**config.mk**
```make
export PLATFORM = sky130hd
export DESIGN_NAME = adc_result_host_port
export DESIGN_NICKNAME = d
export VERILOG_FILES = /design/src/design/adc_port_pkg.sv /design/src/design/adc_result_host_port.sv /design/src/design/adc_sync.sv
export SDC_FILE = /design/constraint.sdc
export NUM_CORES = 1
export LEC_CHECK = 0
export BUFFER_PORTS_ARGS = -buffer_cell sky130_fd_sc_hd__buf_2
export CAP_MARGIN = 20
export CORE_ASPECT_RATIO = 0.6
export CORE_MARGIN = 10
export CORE_UTILIZATION = 55
export DETAILED_ROUTE_END_ITERATION = 8
export MAX_ROUTING_LAYER = met4
export PLACE_DENSITY = 0.79
export SYNTH_ARGS = -nofsm -noshare
export SYNTH_HDL_FRONTEND = slang
export SYNTH_SLANG_ARGS = --single-unit
export TNS_END_PERCENT = 100
```
**constraint.sdc**
```tcl
create_clock -name ref_clk_i -period 2.25 [get_ports ref_clk_i]
set_input_delay 0.225 -clock ref_clk_i [delete_from_list [all_inputs] [get_ports ref_clk_i]]
set_output_delay 0.225 -clock ref_clk_i [all_outputs]
set_load 0.005 [all_outputs]
```
**src/design/adc_port_pkg.sv**
```systemverilog
`default_nettype none
package adc_port_pkg;
  localparam int unsigned CLK_HZ       = 100_000_000;
  localparam int unsigned CONV_TIME_NS = 5300;
  localparam int unsigned CONV_CYCLES  = (CONV_TIME_NS * (CLK_HZ / 1_000_000)
                                          + 999) / 1000;
  localparam int unsigned READ_WAIT_NS = 6500;
  localparam int unsigned READ_WAIT_CYCLES =
    (READ_WAIT_NS * (CLK_HZ / 1_000_000) + 999) / 1000;
  localparam int unsigned RESULT_W = 16;
  localparam int unsigned BYTE_W   = 8;
  localparam logic [15:0] RESULT_RST = 16'h0000;

  typedef struct packed {
    logic start_select_n;
    logic start_select_alt_n;
    logic sample_start_n;
    logic chip_select_n;
    logic read_n;
    logic byte_high;
  } pins_in_s;

  typedef enum logic [1:0] {ST_IDLE, ST_CONV} conv_state_e;
endpackage
`default_nettype wire

```
**src/design/adc_result_host_port.sv**
```systemverilog
`default_nettype none
module adc_result_host_port
  import adc_port_pkg::*;
#(
  parameter int unsigned CONV_CNT  = CONV_CYCLES,
  parameter bit          BYTE_MODE = 1'b0
) (
  input  wire logic                ref_clk_i,
  input  wire logic                rst_i,
  input  wire pins_in_s            pins_i,
  input  wire logic [RESULT_W-1:0] sample_value_i,
  output logic                     conversion_active_n_o,
  output logic [RESULT_W-1:0]      data_o,
  output logic [RESULT_W-1:0]      data_oe_n_o
);
  typedef struct packed {
    conv_state_e           st;
    logic [15:0]           cnt;
    logic [RESULT_W-1:0]   sample;
    logic [RESULT_W-1:0]   result;
    logic                  busy_n;
    logic [RESULT_W-1:0]   dout;
    logic [RESULT_W-1:0]   oe_n;
    logic                  start_prev;
  } state_s;

  state_s   s_q, s_d;
  pins_in_s p;
  logic     start_now;
  logic     reading;

  adc_sync #(.W($bits(pins_in_s))) u_sync (
    .ref_clk_i (ref_clk_i),
    .rst_i     (rst_i),
    .async_i   (pins_i),
    .sync_o    (p)
  );

  // Any of the three start sources, edge detected
  assign start_now = !(p.start_select_n && p.start_select_alt_n
                       && p.sample_start_n);
  assign reading = !p.chip_select_n && !p.read_n;

  always_comb begin
    s_d = s_q;
    s_d.start_prev = start_now;
    case (s_q.st)
      ST_IDLE: begin
        if (start_now && !s_q.start_prev) begin
          s_d.st     = ST_CONV;
          s_d.sample = sample_value_i;
          s_d.cnt    = 16'(CONV_CNT - 1);
          s_d.busy_n = 1'b0;
        end
      end
      ST_CONV: begin
        // Restarts are ignored while busy
        if (s_q.cnt == 16'h0000) begin
          s_d.st     = ST_IDLE;
          s_d.result = s_q.sample;
          s_d.busy_n = 1'b1;
        end else begin
          s_d.cnt = s_q.cnt - 16'h0001;
        end
      end
      default: s_d.st = ST_IDLE;
    endcase
    // Data follows the result used at the busy rise
    if (reading) begin
      if (BYTE_MODE) begin
        s_d.dout = {8'h00, p.byte_high ? s_d.result[15:8]
                                       : s_d.result[7:0]};
        s_d.oe_n = {8'hff, 8'h00};
      end else begin
        s_d.dout = s_d.result;
        s_d.oe_n = 16'h0000;
      end
    end else begin
      s_d.dout = 16'h0000;
      s_d.oe_n = 16'hffff;
    end
  end

  always_ff @(posedge ref_clk_i) begin
    if (rst_i) begin
      s_q <= '{st: ST_IDLE, cnt: 16'h0000, sample: RESULT_RST,
               result: RESULT_RST, busy_n: 1'b1, dout: 16'h0000,
               oe_n: 16'hffff, start_prev: 1'b0};
    end else begin
      s_q <= s_d;
    end
  end

  assign conversion_active_n_o = s_q.busy_n;
  assign data_o                = s_q.dout;
  assign data_oe_n_o           = s_q.oe_n;

  property p_busy_rise;
    @(posedge ref_clk_i) disable iff (rst_i)
      $rose(s_q.busy_n) |-> s_q.result == $past(s_q.sample);
  endproperty
  a_busy_rise: assert property (p_busy_rise) else $error("bad result");

  property p_busy_len;
    @(posedge ref_clk_i) disable iff (rst_i)
      $fell(s_q.busy_n) |-> !s_q.busy_n [*8];
  endproperty
  a_busy_len: assert property (p_busy_len) else $error("short busy");

  property p_word;
    @(posedge ref_clk_i) disable iff (rst_i)
      (!BYTE_MODE && reading) |=> data_o == s_q.result;
  endproperty
  a_word: assert property (p_word) else $error("word data wrong");

  property p_byte;
    @(posedge ref_clk_i) disable iff (rst_i)
      (BYTE_MODE && reading && p.byte_high) |=>
        data_o[7:0] == s_q.result[15:8];
  endproperty
  a_byte: assert property (p_byte) else $error("high byte wrong");

  property p_standalone;
    @(posedge ref_clk_i) disable iff (rst_i)
      ($rose(s_q.busy_n) && $past(reading) && !BYTE_MODE) |->
        data_o == s_q.result;
  endproperty
  a_standalone: assert property (p_standalone) else $error("not valid");

  property p_take;
    @(posedge ref_clk_i) disable iff (rst_i)
      (s_q.st == ST_IDLE && start_now && !s_q.start_prev) |=>
        (!s_q.busy_n && s_q.sample == $past(sample_value_i));
  endproperty
  a_take: assert property (p_take)
    else $error("start not taken");

  property p_no_start;
    @(posedge ref_clk_i) disable iff (rst_i)
      (s_q.st == ST_IDLE && !(start_now && !s_q.start_prev)) |=>
        s_q.busy_n;
  endproperty
  a_no_start: assert property (p_no_start)
    else $error("spurious start");

  property p_conv_low;
    @(posedge ref_clk_i) disable iff (rst_i)
      (s_q.st == ST_CONV) |-> !s_q.busy_n;
  endproperty
  a_conv_low: assert property (p_conv_low)
    else $error("busy high during conversion");

  property p_idle_high;
    @(posedge ref_clk_i) disable iff (rst_i)
      (s_q.st == ST_IDLE) |-> s_q.busy_n;
  endproperty
  a_idle_high: assert property (p_idle_high)
    else $error("busy low while idle");

  property p_cnt_load;
    @(posedge ref_clk_i) disable iff (rst_i)
      $fell(s_q.busy_n) |-> s_q.cnt == 16'(CONV_CNT - 1);
  endproperty
  a_cnt_load: assert property (p_cnt_load)
    else $error("conversion count not loaded");

  property p_cnt_step;
    @(posedge ref_clk_i) disable iff (rst_i)
      (s_q.st == ST_CONV && s_q.cnt != 16'h0000) |=>
        (s_q.st == ST_CONV && s_q.cnt == $past(s_q.cnt) - 16'h0001);
  endproperty
  a_cnt_step: assert property (p_cnt_step)
    else $error("conversion count skipped");

  property p_cnt_end;
    @(posedge ref_clk_i) disable iff (rst_i)
      (s_q.st == ST_CONV && s_q.cnt == 16'h0000) |=> $rose(s_q.busy_n);
  endproperty
  a_cnt_end: assert property (p_cnt_end)
    else $error("busy did not rise at count end");

  property p_sample_hold;
    @(posedge ref_clk_i) disable iff (rst_i)
      (s_q.st == ST_CONV) |=> $stable(s_q.sample);
  endproperty
  a_sample_hold: assert property (p_sample_hold)
    else $error("sample changed during conversion");

  property p_result_hold;
    @(posedge ref_clk_i) disable iff (rst_i)
      !$rose(s_q.busy_n) |-> $stable(s_q.result);
  endproperty
  a_result_hold: assert property (p_result_hold)
    else $error("result changed away from busy rise");

  property p_word_oe;
    @(posedge ref_clk_i) disable iff (rst_i)
      (!BYTE_MODE && reading) |=> data_oe_n_o == 16'h0000;
  endproperty
  a_word_oe: assert property (p_word_oe)
    else $error("word bus not driven");

  property p_byte_low;
    @(posedge ref_clk_i) disable iff (rst_i)
      (BYTE_MODE && reading && !p.byte_high) |=>
        data_o[7:0] == s_q.result[7:0];
  endproperty
  a_byte_low: assert property (p_byte_low)
    else $error("low byte wrong");

  property p_byte_oe;
    @(posedge ref_clk_i) disable iff (rst_i)
      (BYTE_MODE && reading) |=>
        (data_oe_n_o == 16'hff00 && data_o[15:8] == 8'h00);
  endproperty
  a_byte_oe: assert property (p_byte_oe)
    else $error("byte bus enable wrong");

  property p_release;
    @(posedge ref_clk_i) disable iff (rst_i)
      !reading |=> (data_oe_n_o == 16'hffff && data_o == 16'h0000);
  endproperty
  a_release: assert property (p_release)
    else $error("bus not released");
endmodule
`default_nettype wire

```
**src/design/adc_sync.sv**
```systemverilog
`default_nettype none
module adc_sync #(
  parameter int unsigned W = 6
) (
  input  wire logic         ref_clk_i,
  input  wire logic         rst_i,
  input  wire logic [W-1:0] async_i,
  output logic      [W-1:0] sync_o
);
  logic [W-1:0] meta_q;
  always_ff @(posedge ref_clk_i) begin
    if (rst_i) begin
      meta_q <= '1;
      sync_o <= '1;
    end else begin
      meta_q <= async_i;
      sync_o <= meta_q;
    end
  end
endmodule
`default_nettype wire

```
==> results.md <==
* Outcome: finished, final reports clean
* Pin count of the biggest net entering global routing at 32
* Crit path cell chain: inv_1 -> ha_1 -> or4b_2 -> nor2_2 -> buf_4 -> nand4_1 -> a21oi_1
* IO Pins at 57
* Endpoints failing hold at 0
* Nets at 393
* Crit Path Max Fanout at 16
* Worst-path clk slew at 0.08 ns
* Synthesized Nets at 374
* RSZ-0062 raised after global routing: false
* Post-synthesis sequential area ratio at 49.5%
* Die H at 78.7 um
* Ys async rst share at 0%
* CTS tree: done
* Top Family by Delay on Critical Path: simple AND/OR/NAND/NOR gates
* Worst setup EP type: register
* # setup viols final at 0
* Starting density of the core at 56.6%
* Setup_tns at 0 ns
* DR iter-0 viols at 204
* H-tree depth at 3
* Initial antenna violation count at 0
* VDD IR max at 0.432 mV
* Yosys reg bits at 78
* Xor and xnor area share after synthesis at 0%
* CTS buffer count at 9
* Mapped Area at 0.00315 sq mm
* Worst-Skew Late Latency at 0.35 ns
* Ratio of cells with drive above 1 in the final layout at 27.2%
* Fin crit share at 89.9%
* Max_cap viols at 0
* Tot Pwr at 3550 uW
* Post-Syn Instances at 348
* Buf+Inv Stages, Crit Path at 2
* Slowest cell on the critical path: or4b_2
* Synthesis-to-finish area growth at 10.7%
* DIE WIDTH at 118 um
* N_diodes at 0
* Synthesis Warnings at 0
* Achievable Freq at 0.494 GHz
* Post-Synth Simple-Gate Area at 18.7%
* Number of synthesized flops with an enable pin at 0
* Setup repair bufs after CTS at 0
* Max incr delay on CP at 0.62 ns
* Vias in the first global route at 2,426
* Post-Synth Adder-Cell Area at 0.793%
* CTS sink count at 78
* Max Slew Vio Count at 0
* Placed Instances at 436
* Hold-fix buffers at CTS at 0
* Pre-antenna DRT Iters at 4
* Layout Cells excl Fill at 452
* Post-synthesis mux area share at 1.67%
* Worst path arrival time at 2.29 ns
* Tmin final at 2.02 ns
* Crit path kind: reg2reg
* R2r setup slk at 0.23 ns
* Worst Path Required at 2.52 ns
* Commonest non-fill, non-tap cell in the layout: dfxtp_1
* Clock root cell: clkbuf_8
* Main synth FF type: dfxtp_1
* HP Class: in2reg
* WHS at 0.0569 ns
* DRT antenna net count at 0
* Pleak at 0.00131 uW
* Fin area at 0.00349 sq mm
* Avg Cell Area, Syn at 9.06 sq um
* Core area at 0.00557 sq mm
* Routability cong. at 0.901
* Remaining DRCs at 0
* Clock Tree Buf Depth at 2
* Final WL at 7390 um
* CP Launch Type: register
* Final Skew at 0.00876 ns
* Yosys cell types at 41
* Relative slew slack at 57.6%
* # rows at 21
* Power density over the cells at 1020 mW/mm^2
* Post-DP HPWL at 5060 um
* # port buffers at 55
* Global-route wire length before repair at 12,200 um
* Via Count at 2,609
* Slew at the pin closest to its max-slew limit at 0.637 ns
* DP Area at 0.00327 sq mm
* Vias per cell at 5.77
* Most frequent cells in the layout: dfxtp_1, a21oi_1, buf_2
* Post-synthesis compound-gate area fraction at 18.1%
* Largest family of logic cells by synthesized area: simple AND/OR/NAND/NOR gates
* GRT Total Usage at 16.4%
* Wire per inst at 16.3 um
* GRT overflow at 0
* Post-CTS Resized at 0
* Die area at 0.00926 sq mm
area by class of cell:
cell class                 instances  area, sq um
tap                               80          100
sequential                        78         1560
fill                             494         2080
timing repair buffer              65          350
clock buffer                      11          141
clock inverter                     5         81.3
multi-input combinational        210         1250
inverter                           3         11.3
metrics by stage:
stage	worst slack [ns]	util [%]
floorplan	0.416	-
global placement	0.328	58.7
detailed placement	0.277	58.7
CTS	0.260	62.7
global route	0.0920	62.7
finish	0.227	62.7
registers in the layout, indices dropped and copies added (netlist names):
signal                 count
data_o                    16
conversion_active_n_o      1
data_oe_n_o                1
u_sync.meta_q              5
u_sync.sync_o              5
s_q                       50
report_power, final:
part	internal, uW	switching (uW)	leakage (uW)	total (uW)
Clock	658	508	0.000110	1170
Combinational	257	598	0.000567	855
Sequential	1460	66.1	0.000635	1530
synthesized netlist by cell type, types with 5 or more instances:
cell type / n / share of area, %
buf_4: 33 / 7.9
nand2_1: 39 / 4.6
or2_2: 14 / 2.8
clkbuf_1: 20 / 2.4
or4_1: 5 / 1.2
nand4_1: 17 / 3.4
or3_1: 5 / 0.99
a21oi_1: 56 / 8.9
nor2_1: 9 / 1.1
dfxtp_1: 78 / 50
o31ai_1: 18 / 4.3
final timing paths:
path	start	end	cells after the start
min	pins_i[4]	u_sync.meta_q[4]	2
min reg2reg	u_sync.meta_q[5]	u_sync.sync_o[5]	1
max	s_q[66]	data_o[10]	7
max reg2reg	s_q[66]	data_o[10]	7
kinds of logic after synthesis:
logic type                 after synthesis
and+or+nand+nor                        109
AOI/OAI and AO/OA                       94
DFF                                     78
buffers and inverters                   60
muxes                                    5
adders and majority gates                2
worst register-to-register path: stages, from the launching register on:
cell,delay (ns)
dfxtp_1,0.33
inv_1,0.12
ha_1,0.17
or4b_2,0.62
nor2_2,0.10
buf_4,0.23
nand4_1,0.18
a21oi_1,0.21
layer usage:
layer  GRT usage (%)  share of wire (%)  up-vias
met1            20.1                 45     1239
met2            25.7                 48       98
met4            5.04                1.1        0
met5               -                  0        -
met3            4.64                6.3       12
li1                -                  -     1260
No activity file was read; power rests on OpenSTA's default activity.
